File: config.mk
export PLATFORM = sky130hd
export DESIGN_NAME = rtc_log_regs
export DESIGN_NICKNAME = d
export VERILOG_FILES = /design/src/rtl/rtc_log_regs_pkg.sv /design/src/rtl/rtc_log_regs.sv
export SDC_FILE = /design/constraint.sdc
export NUM_CORES = 1
export LEC_CHECK = 0
export BUFFER_PORTS_ARGS = -buffer_cell sky130_fd_sc_hd__buf_2
export CORE_MARGIN = 5
export CORE_UTILIZATION = 40
export CTS_CLUSTER_DIAMETER = 80
export DETAILED_ROUTE_END_ITERATION = 8
export SKIP_CTS_REPAIR_TIMING = 1
export SYNTH_ARGS = -nofsm -noshare
export SYNTH_HDL_FRONTEND = slang
export SYNTH_SLANG_ARGS = --single-unit
File: constraint.sdc
create_clock -name clk -period 2.43 [get_ports clk]
set_input_delay 0 -clock clk [delete_from_list [all_inputs] [get_ports clk]]
set_output_delay 0 -clock clk [all_outputs]
set_load 0.1 [all_outputs]
File: src/rtl/rtc_log_regs_pkg.sv
// shared constants and types for the rtc and data log register bank
`default_nettype none
package rtc_log_regs_pkg;
    // register numbers, one 16-bit word each; 32-bit values take two words, high word first
    localparam logic [15:0] REG_DATE_HI = 16'hA469;
    localparam logic [15:0] REG_DATE_LO = 16'hA46A;
    localparam logic [15:0] REG_TIME_HI = 16'hA46B;
    localparam logic [15:0] REG_TIME_LO = 16'hA46C;
    localparam logic [15:0] REG_SAMPLE_PERIOD = 16'hA46D;
    localparam logic [15:0] REG_VALID_COUNT = 16'hA46E;
    localparam logic [15:0] REG_FACTORY_CMD_A = 16'hA46F;
    localparam logic [15:0] REG_FACTORY_STATUS = 16'hA470;
    localparam logic [15:0] REG_LOG_SELECT = 16'hA471;
    localparam logic [15:0] REG_HEADER_FETCH = 16'hA472;
    localparam logic [15:0] REG_RECORD_FETCH = 16'hA473;
    localparam logic [15:0] REG_FACTORY_CMD_B = 16'hA474;
    localparam logic [15:0] REG_USER_RUN = 16'hA475;
    localparam logic [15:0] REG_POST_SHARE = 16'hA476;
    // fixed values and limits
    localparam logic [15:0] SAMPLE_PERIOD_MS = 16'h0001;
    localparam logic [3:0] VALID_COUNT_MAX = 4'hC;
    localparam logic [3:0] LOG_SELECT_MAX = 4'hB;
    localparam logic [15:0] FETCH_GO = 16'h0001;
    localparam logic [15:0] RUN_START = 16'h0001;
    localparam logic [15:0] RUN_STOP = 16'h0000;
    localparam logic [6:0] POST_SHARE_MAX = 7'h64;
    localparam logic [15:0] READ_ZERO = 16'h0000;
    // reset values
    localparam logic [3:0] LOG_SELECT_RST = 4'h0;
    localparam logic [15:0] FETCH_RST = 16'h0000;
    localparam logic [6:0] POST_SHARE_RST = 7'h00;
    // time word: set flag, unused, seconds, minutes, hours
    typedef struct packed {
        logic set;
        logic [6:0] unused;
        logic [7:0] seconds;
        logic [7:0] minutes;
        logic [7:0] hours;
    } time_word_t;
    // date word: day, month, unused, set flag, year
    typedef struct packed {
        logic [7:0] day;
        logic [7:0] month;
        logic unused;
        logic set;
        logic [13:0] year;
    } date_word_t;
    typedef struct packed {
        logic wr;
        logic rd;
        logic [15:0] addr;
        logic [15:0] wdata;
    } bus_req_t;
    typedef struct packed {
        logic header;
        logic record;
        logic [3:0] log_sel;
        logic [15:0] rec_num;
    } fetch_req_t;
    typedef struct packed {
        logic run;
        logic arm;
        logic [6:0] post_share;
    } user_log_t;
endpackage
`default_nettype wire

File: src/rtl/rtc_log_regs.sv
// register bank for clock readback, fault log fetch and user log control
//
// The strobed register port was left to the implementer.
`default_nettype none
module rtc_log_regs (
    input wire logic clk,
    input wire logic resetn,
    input wire logic wr,
    input wire logic rd,
    input wire logic [15:0] addr,
    input wire logic [15:0] wdata,
    output logic [15:0] rdata,
    input wire rtc_log_regs_pkg::time_word_t cur_time,
    input wire rtc_log_regs_pkg::date_word_t cur_date,
    input wire logic [3:0] valid_logs,
    output rtc_log_regs_pkg::fetch_req_t fetch,
    output rtc_log_regs_pkg::user_log_t user_log
);

    typedef struct packed {
        rtc_log_regs_pkg::time_word_t time_snap;
        rtc_log_regs_pkg::date_word_t date_snap;
        logic [3:0] log_sel;
        logic [15:0] hdr_val;
        logic [15:0] rec_val;
        logic hdr_pulse;
        logic rec_pulse;
        logic run;
        logic arm;
        logic [6:0] post_share;
        logic [15:0] rdata;
    } state_t;

    state_t state_ff;
    state_t nxt_state;
    rtc_log_regs_pkg::bus_req_t req;
    rtc_log_regs_pkg::date_word_t date_live;
    logic [3:0] count_sat;

    assign req = '{
        wr: wr,
        rd: rd,
        addr: addr,
        wdata: wdata
    };

    // saturate the count coming from the log store
    assign count_sat = (valid_logs > rtc_log_regs_pkg::VALID_COUNT_MAX)
        ? rtc_log_regs_pkg::VALID_COUNT_MAX : valid_logs;

    always_comb
    begin
        date_live = cur_date;
        date_live.unused = 1'b0;
        nxt_state = state_ff;
        nxt_state.hdr_pulse = 1'b0;
        nxt_state.rec_pulse = 1'b0;
        nxt_state.arm = 1'b0;
        // writes
        if (req.wr)
        begin
            case (req.addr)
                rtc_log_regs_pkg::REG_LOG_SELECT:
                begin
                    if (req.wdata <= {12'h000, rtc_log_regs_pkg::LOG_SELECT_MAX})
                    begin
                        nxt_state.log_sel = req.wdata[3:0];
                    end
                end
                rtc_log_regs_pkg::REG_HEADER_FETCH:
                begin
                    if (req.wdata <= rtc_log_regs_pkg::FETCH_GO)
                    begin
                        nxt_state.hdr_val = req.wdata;
                        nxt_state.hdr_pulse = (req.wdata == rtc_log_regs_pkg::FETCH_GO);
                    end
                end
                rtc_log_regs_pkg::REG_RECORD_FETCH:
                begin
                    nxt_state.rec_val = req.wdata;
                    nxt_state.rec_pulse = 1'b1;
                end
                rtc_log_regs_pkg::REG_USER_RUN:
                begin
                    if (req.wdata == rtc_log_regs_pkg::RUN_START)
                    begin
                        nxt_state.run = 1'b1;
                        nxt_state.arm = 1'b1;
                    end
                    else if (req.wdata == rtc_log_regs_pkg::RUN_STOP)
                    begin
                        nxt_state.run = 1'b0;
                    end
                end
                rtc_log_regs_pkg::REG_POST_SHARE:
                begin
                    if (req.wdata <= {9'h000, rtc_log_regs_pkg::POST_SHARE_MAX})
                    begin
                        nxt_state.post_share = req.wdata[6:0];
                    end
                end
                default:
                begin
                    nxt_state.rdata = state_ff.rdata;
                end
            endcase
        end
        // reads: data stands for the one cycle after the strobe
        nxt_state.rdata = rtc_log_regs_pkg::READ_ZERO;
        if (req.rd)
        begin
            case (req.addr)
                rtc_log_regs_pkg::REG_DATE_HI:
                begin
                    nxt_state.date_snap = date_live;
                    nxt_state.time_snap = cur_time;
                    nxt_state.time_snap.unused = 7'h00;
                    nxt_state.rdata = date_live[31:16];
                end
                rtc_log_regs_pkg::REG_DATE_LO:
                begin
                    nxt_state.rdata = state_ff.date_snap[15:0];
                end
                rtc_log_regs_pkg::REG_TIME_HI:
                begin
                    nxt_state.rdata = state_ff.time_snap[31:16];
                end
                rtc_log_regs_pkg::REG_TIME_LO:
                begin
                    nxt_state.rdata = state_ff.time_snap[15:0];
                end
                rtc_log_regs_pkg::REG_SAMPLE_PERIOD:
                begin
                    nxt_state.rdata = rtc_log_regs_pkg::SAMPLE_PERIOD_MS;
                end
                rtc_log_regs_pkg::REG_VALID_COUNT:
                begin
                    nxt_state.rdata = {12'h000, count_sat};
                end
                rtc_log_regs_pkg::REG_LOG_SELECT:
                begin
                    nxt_state.rdata = {12'h000, state_ff.log_sel};
                end
                rtc_log_regs_pkg::REG_HEADER_FETCH:
                begin
                    nxt_state.rdata = state_ff.hdr_val;
                end
                rtc_log_regs_pkg::REG_RECORD_FETCH:
                begin
                    nxt_state.rdata = state_ff.rec_val;
                end
                rtc_log_regs_pkg::REG_USER_RUN:
                begin
                    nxt_state.rdata = {15'h0000, state_ff.run};
                end
                rtc_log_regs_pkg::REG_POST_SHARE:
                begin
                    nxt_state.rdata = {9'h000, state_ff.post_share};
                end
                default:
                begin
                    nxt_state.rdata = rtc_log_regs_pkg::READ_ZERO;
                end
            endcase
        end
    end

    always_ff @(posedge clk)
    begin
        if (!resetn)
        begin
            state_ff <= '0;
            state_ff.log_sel <= rtc_log_regs_pkg::LOG_SELECT_RST;
            state_ff.hdr_val <= rtc_log_regs_pkg::FETCH_RST;
            state_ff.rec_val <= rtc_log_regs_pkg::FETCH_RST;
            state_ff.post_share <= rtc_log_regs_pkg::POST_SHARE_RST;
            state_ff.run <= 1'b0;
        end
        else
        begin
            state_ff <= nxt_state;
        end
    end

    assign rdata = state_ff.rdata;
    assign fetch = '{
        header: state_ff.hdr_pulse,
        record: state_ff.rec_pulse,
        log_sel: state_ff.log_sel,
        rec_num: state_ff.rec_val
    };
    assign user_log = '{
        run: state_ff.run,
        arm: state_ff.arm,
        post_share: state_ff.post_share
    };
endmodule
`default_nettype wire

==> results of run 1 <==
==> worst reg2reg max path, delay by kind of cell (launching register included) <==
kind	cells	cell delay (ns)
compound gates	3	0.68
flops	1	0.31
mux	1	0.26
simple gates	1	0.07
==> report_power, final <==
part	internal, mW	total [mW]	switching (mW)	leakage [nW]
clock	0.718	1.41	0.689	0.137
sequential	1.69	1.69	0.00000495	0.829
combinational	0.156	0.277	0.120	1.46
total	2.56	3.37	0.809	2.43
==> stage by stage <==
step                      area [µm²]  total power [mW]
final                           6310              3.37
after global routing            6310              3.48
after CTS                       5720              3.31
after detailed placement        5430              1.93
after global placement          5430              1.92
after floorplan                 4900              1.81
==> cell usage after synthesis, types with 8 or more instances <==
cell type | count | share of area, %
a21boi_0 | 45 | 6.9
a21boi_1 | 11 | 1.7
a21oi_1 | 10 | 1.0
a222oi_1 | 11 | 2.2
a22oi_1 | 21 | 3.2
a31oi_1 | 9 | 1.1
and2_1 | 18 | 2.3
buf_2 | 10 | 1.0
buf_4 | 47 | 7.2
clkbuf_1 | 21 | 1.6
dfxtp_1 | 103 | 42
mux2i_1 | 19 | 3.9
nand2_1 | 131 | 10
nor2_1 | 8 | 0.61
nor2b_1 | 17 | 2.2
nor3_1 | 11 | 1.1
==> placed cells by master, fill, tap and decap left out, types with 3 or more instances in the layout <==
| master | instances |
|---|---|
| nand2b_1 | 4 |
| and2_1 | 18 |
| or4bb_1 | 4 |
| nor3_1 | 11 |
| mux2_2 | 3 |
| buf_2 | 142 |
| a21boi_0 | 45 |
| buf_4 | 16 |
| a22o_1 | 3 |
| a31oi_1 | 9 |
| clkbuf_16 | 9 |
| a22oi_1 | 21 |
| and3_1 | 4 |
| a21boi_1 | 11 |
| nand4_1 | 4 |
| nor4_2 | 3 |
| nor2b_1 | 17 |
| nor4_1 | 3 |
| nor2_1 | 8 |
| mux2i_1 | 19 |
| dlygate4sd3_1 | 59 |
| a222oi_1 | 11 |
| nand3_1 | 3 |
| nand2_1 | 131 |
| dfxtp_1 | 103 |
| nand3b_1 | 3 |
| a21oi_1 | 10 |
==> per-layer routing <==
metal | global-route usage, % | share of wire [%] | wire, µm | vias to the layer above
met2 | 28.6 | 45 | 6470 | 180
met4 | 5.17 | 1.4 | 202 | 0
met3 | 5.38 | 9.2 | 1320 | 17
met5 | 0 | 0 | 0 | -
li1 | - | - | - | 2210
met1 | 26.9 | 45 | 6410 | 2029
==> cell families after synthesis <==
kind of cell,count (synthesis)
simple gates,228
compound gates,122
buf+inv,83
flops,103
mux,22
==> registers in the layout (all words and copies together) (netlist names) <==
signal    cells
state_ff     56
fetch        22
user_log      9
rdata        16
==> layout make-up <==
class                      instances  area share [%]
multi-input combinational        372            36.8
sequential                       103            32.7
timing repair buffer             218            22.8
clock buffer                       9            3.57
tap                              147            2.91
clock inverter                     7            1.09
inverter                           1          0.0595
==> path summary, 6_finish.rpt <==
| kind | startpoint | endpoint | depth (start not counted) |
|---|---|---|---|
| hold / removal | cur_date[29] | rdata[13] | 3 |
| hold reg to reg | state_ff[126] | state_ff[126] | 2 |
| setup / recovery | wdata[10] | state_ff[56] | 7 |
| setup reg to reg | state_ff[113] | rdata[2] | 5 |
==> metrics.json, run 1 <==
{
  "actual_transition_at_the_worst_max_transition_pin": {"value": 0.955, "unit": "ns"},
  "p_leak": {"value": 2.43, "unit": "nW"},
  "register_area": {"value": 2060, "unit": "µm²"},
  "cts_tree": {"value": "done"},
  "end_kind": {"value": "flip-flop"},
  "cts.root.buffer_cell": {"value": "clkbuf_16"},
  "status": {"value": "complete, but fails checks"},
  "synth-xor-area-share": {"value": 0, "unit": "%"},
  "cts_htree_levels": {"value": 3},
  "finalCriticalPeriod": {"value": 2.27, "unit": "ns"},
  "globalRoute.totalOverflow": {"value": 0},
  "power.density": {"value": 534, "unit": "nW/µm²"},
  "synth_adder_area_share": {"value": 0, "unit": "%"},
  "postSynthRegisterBits": {"value": 103},
  "total_number_of_nets_in_the_final_design": {"value": 809},
  "core.rowCount": {"value": 40},
  "slowest_stage": {"value": "dlygate4sd3_1"},
  "synth.lib_cells_used.distinct": {"value": 49},
  "hold_slack": {"value": -0.0295, "unit": "ns"},
  "grt_antenna_before_repair": {"value": 0},
  "worstSkewPairLatency": {"value": 0.35, "unit": "ns"},
  "achievable-frequency": {"value": 440, "unit": "MHz"},
  "routed_wirelength": {"value": 14400, "unit": "µm"},
  "area_fraction_in_and_or_nand_and_nor_cells_after_synthesis": {"value": 24.1, "unit": "%"},
  "clk_pin_slew_worst_paths": {"value": 0.07, "unit": "ns"},
  "die_width": {"value": 121, "unit": "µm"},
  "first_pass_grt_wire_length": {"value": 21900, "unit": "µm"},
  "cts_inserted_buffers": {"value": 9},
  "maxCapViolCount": {"value": 0},
  "criticalPathCategory": {"value": "in -> reg"},
  "grt_start_max_net_pins": {"value": 45},
  "area_taken_by_multi_input_logic_gates": {"value": 2320, "unit": "µm²"},
  "crit_path_start_kind": {"value": "input pin"},
  "dp_worst_setup_slack": {"value": 0.356, "unit": "ns"},
  "ir_worst_vdd": {"value": 0.278, "unit": "mV"},
  "fin_hold_viols": {"value": 3},
  "setup_repair_after_global_routing_missed_its_margin": {"value": "no"},
  "layout-area-overhead-vs-synth": {"value": 28.9, "unit": "%"},
  "vias": {"value": 4436},
  "synth-edff-count": {"value": 0},
  "worst_path_cell_chain": {"value": "dlygate4sd3_1, buf_2, nor4_1, nand4_1, and4bb_2, nor2b_1, and2_1"},
  "via_count_of_the_first_global_routing_pass": {"value": 4202},
  "final.period_utilization": {"value": 93.4, "unit": "%"},
  "final_cells": {"value": 857},
  "placedCellCount": {"value": 782},
  "drc_errors": {"value": 0},
  "drtIter0Drc": {"value": 424},
  "final_layout_size_suffix_gt1_share": {"value": 26.8, "unit": "%"},
  "synthesis.nets": {"value": 662},
  "violations": {"value": "hold timing"},
  "cp_num_buf_inv": {"value": 2},
  "routed_via_density": {"value": 5.18},
  "number_of_pins_with_negative_max_slew_slack_in_the_final_report": {"value": 0},
  "die_height": {"value": 121, "unit": "µm"},
  "antenna-diode-count": {"value": 0},
  "top_level_ports": {"value": 151},
  "die_area": {"value": 14600, "unit": "µm²"},
  "worstHoldPathType": {"value": "in -> reg"},
  "reg2reg_setup_slack": {"value": 0.98, "unit": "ns"},
  "floorplan.initialDensity": {"value": 40.8, "unit": "%"},
  "synth_mux_area_share": {"value": 4.57, "unit": "%"},
  "syn-cell-area": {"value": 4900, "unit": "µm²"},
  "synthesis.area_per_instance": {"value": 8.77, "unit": "µm²"},
  "layout.filler_cells": {"value": 1147},
  "place.detailed.hpwl": {"value": 10600, "unit": "µm"},
  "gr-usage-all-layers": {"value": 19.1, "unit": "%"},
  "layout_setup_ws": {"value": 0.160, "unit": "ns"},
  "crit_family": {"value": "simple AND/OR/NAND/NOR gates"},
  "critical_path_required": {"value": 2.67, "unit": "ns"},
  "finalWeightedCongestion": {"value": 0.892},
  "clkSinkCount": {"value": 103},
  "synth_compound_gate_area_share": {"value": 18.7, "unit": "%"},
  "worst-path-max-fanout": {"value": 15},
  "worstPathArrival": {"value": 2.51, "unit": "ns"},
  "postRouteAntennaNets": {"value": 0},
  "synthArstFlopShare": {"value": 0, "unit": "%"},
  "dominant_combinational_cell_family_by_area_after_synthesis": {"value": "simple AND/OR/NAND/NOR gates"},
  "syn-instance-count": {"value": 558},
  "ctsLongestPathBuffers": {"value": 2},
  "firstDrtPassIters": {"value": 6},
  "fin_skew": {"value": 0.00842, "unit": "ns"},
  "final_count_of_negative_setup_slack_endpoints": {"value": 0},
  "synth_flop_cell": {"value": "dfxtp_1"},
  "slew_limit_headroom": {"value": 36.2, "unit": "%"},
  "yosys_warnings": {"value": 0},
  "timing.setup.tns": {"value": 0, "unit": "ns"},
  "wire_per_inst": {"value": 16.8, "unit": "µm"},
  "seq_area_frac_synth": {"value": 42.1, "unit": "%"},
  "core_region_area": {"value": 12000, "unit": "µm²"},
  "critPathMaxStageDelay": {"value": 0.54, "unit": "ns"},
  "fin_util": {"value": 52.5, "unit": "%"},
  "numPortBuffers": {"value": 142}
}
(Power assumes the default switching activity.)
==> run 2: changes to the inputs <==
Settings changed: PLACE_DENSITY from default to 0.75.
==> run 2 against run 1 <==
The run still ends with hold timing left. First-iteration DRC count up 13%. Die area did not move. Via count up 1.8%. Flip-flop and latch count is the same. Wire length up 4.4%. Global-route usage increased by 0.29 points. Critical path depth unchanged. Fmax rose by 0.23%. Core utilization did not move. Design area unchanged.
==> metrics.json, run 2 (same netlist as run 1, synthesis figures left out) <==
{
  "postRouteAntennaNets": {"value": 0},
  "timing.setup.tns": {"value": 0, "unit": "ns"},
  "core_region_area": {"value": 12000, "unit": "µm²"},
  "grt_antenna_before_repair": {"value": 3},
  "actual_transition_at_the_worst_max_transition_pin": {"value": 0.928, "unit": "ns"},
  "worst_path_cell_chain": {"value": "dlygate4sd3_1, buf_2, nor4_1, nand4_1, and4bb_2, nor2b_1, and2_1"},
  "max_flop_register": {"value": "state_ff"},
  "die_height": {"value": 121, "unit": "µm"},
  "clk_pin_slew_worst_paths": {"value": 0.07, "unit": "ns"},
  "worst_r2r_path_depth": {"value": 5},
  "hold_depth": {"value": 3},
  "cts_tree": {"value": "done"},
  "routed_via_density": {"value": 5.27},
  "slowest_stage": {"value": "dlygate4sd3_1"},
  "vias": {"value": 4515},
  "final_layout_size_suffix_gt1_share": {"value": 26.7, "unit": "%"},
  "power.density": {"value": 549, "unit": "nW/µm²"},
  "die_width": {"value": 121, "unit": "µm"},
  "critical_path_required": {"value": 2.66, "unit": "ns"},
  "final.period_utilization": {"value": 93.2, "unit": "%"},
  "fin_hold_viols": {"value": 2},
  "via_count_of_the_first_global_routing_pass": {"value": 4178},
  "layout-area-overhead-vs-synth": {"value": 28.9, "unit": "%"},
  "achievable-frequency": {"value": 442, "unit": "MHz"},
  "ir_worst_vdd": {"value": 0.287, "unit": "mV"},
  "finalCriticalPeriod": {"value": 2.26, "unit": "ns"},
  "mostFrequentLayoutCell": {"value": "buf_2"},
  "wire_per_inst": {"value": 17.6, "unit": "µm"},
  "cts_inserted_buffers": {"value": 9},
  "largest_register_ff_count": {"value": 56},
  "hold_slack": {"value": -0.0148, "unit": "ns"},
  "gr-usage-all-layers": {"value": 19.4, "unit": "%"},
  "fin_skew": {"value": 0.00936, "unit": "ns"},
  "maxCapViolCount": {"value": 0},
  "ctsLongestPathBuffers": {"value": 2},
  "criticalPathCategory": {"value": "in -> reg"},
  "most-common-layout-cells": {"value": "buf_2, nand2_1, dfxtp_1, dlygate4sd3_1, a21boi_0"},
  "firstDrtPassIters": {"value": 7},
  "place.detailed.hpwl": {"value": 10800, "unit": "µm"},
  "floorplan.initialDensity": {"value": 40.8, "unit": "%"},
  "total_number_of_nets_in_the_final_design": {"value": 806},
  "placedInstanceArea": {"value": 5420, "unit": "µm²"},
  "status": {"value": "complete, but fails checks"},
  "drc_errors": {"value": 0},
  "cts.root.buffer_cell": {"value": "clkbuf_16"},
  "numPortBuffers": {"value": 142},
  "slew_limit_headroom": {"value": 38.0, "unit": "%"},
  "end_kind": {"value": "flip-flop"},
  "worst-path-max-fanout": {"value": 15},
  "grt_start_max_net_pins": {"value": 73},
  "critPathMaxStageDelay": {"value": 0.53, "unit": "ns"},
  "globalRoute.totalOverflow": {"value": 0},
  "first_pass_grt_wire_length": {"value": 22200, "unit": "µm"},
  "worstHoldPathType": {"value": "in -> reg"},
  "die_area": {"value": 14600, "unit": "µm²"},
  "top_level_ports": {"value": 151},
  "final_count_of_negative_setup_slack_endpoints": {"value": 0},
  "p_leak": {"value": 2.43, "unit": "nW"},
  "drtIter0Drc": {"value": 479},
  "worstSkewPairLatency": {"value": 0.34, "unit": "ns"},
  "clkSinkCount": {"value": 103},
  "finalWeightedCongestion": {"value": 0.918},
  "core.rowCount": {"value": 40},
  "number_of_pins_with_negative_max_slew_slack_in_the_final_report": {"value": 0},
  "routed_wirelength": {"value": 15000, "unit": "µm"},
  "setup_repair_after_global_routing_missed_its_margin": {"value": "no"},
  "postLayoutCellArea": {"value": 6310, "unit": "µm²"},
  "cts_htree_levels": {"value": 3},
  "worstPathArrival": {"value": 2.50, "unit": "ns"},
  "crit_path_start_kind": {"value": "input pin"},
  "violations": {"value": "hold timing"}
}
## run 2: cell types whose count changed in the layout (fill, tap and decap cells not counted)
cell / before / now
buf_4: 16 / 15
bufinv_16: 0 / 1
dlygate4sd3_1: 59 / 57
clkinvlp_4: 2 / 1
diode_2: 0 / 2
## run 2: path summary, 6_finish.rpt
| check | start | endpoint | slack [ns] |
|---|---|---|---|
| max | wdata[9] | state_ff[46] | 0.17 |
| min | wdata[3] | fetch[3] | -0.01 |
| max reg2reg | state_ff[113] | rdata[2] | 1.03 |
| min reg2reg | state_ff[69] | state_ff[69] | 0.46 |
## run 2: final cells by class
type                    instances  area [µm²]
diodes                          2        5.00
clock buffers                   9         225
clock inverters                 7        91.3
fillers                      1091        5700
inverters                       1        3.75
multi-input cells             372        2320
flip-flops and latches        103        2060
well taps                     147         184
repair buffers                215        1410
## run 2: through the flow
stage                     instances  setup WS (ns)  hold slack [ns]  power, mW  utilization, %
after global placement          781          0.369            0.248       1.92            45.1
after floorplan                 558          0.560            0.139       1.81               -
final                           856          0.165          -0.0148       3.46            52.5
after CTS                       797          0.690           -0.127       3.43            47.7
after detailed placement        781          0.318            0.247       1.92            45.1
after global routing            855         0.0518         0.000605       3.59            52.5
## run 2: metal layers
layer	vias up	track usage (%)	routed length [µm]
met4	4	5.74	282
met2	201	30.8	7020
met3	24	4.91	1150
li1	2195	-	-
met5	-	0	27
met1	2091	26.0	6560
## run 2: power by group
group | leakage (nW) | total [mW] | switching, mW | internal, mW
clock network | 0.151 | 1.51 | 0.685 | 0.823
registers | 0.829 | 1.69 | 0.00000511 | 1.69
logic | 1.45 | 0.271 | 0.117 | 0.153
total | 2.43 | 3.46 | 0.802 | 2.66
## run 2: critical path, delay by kind of cell
kind,cells,cell delay (ns)
buffers and inverters,2,0.66
AND/OR/NAND/NOR,5,1.83
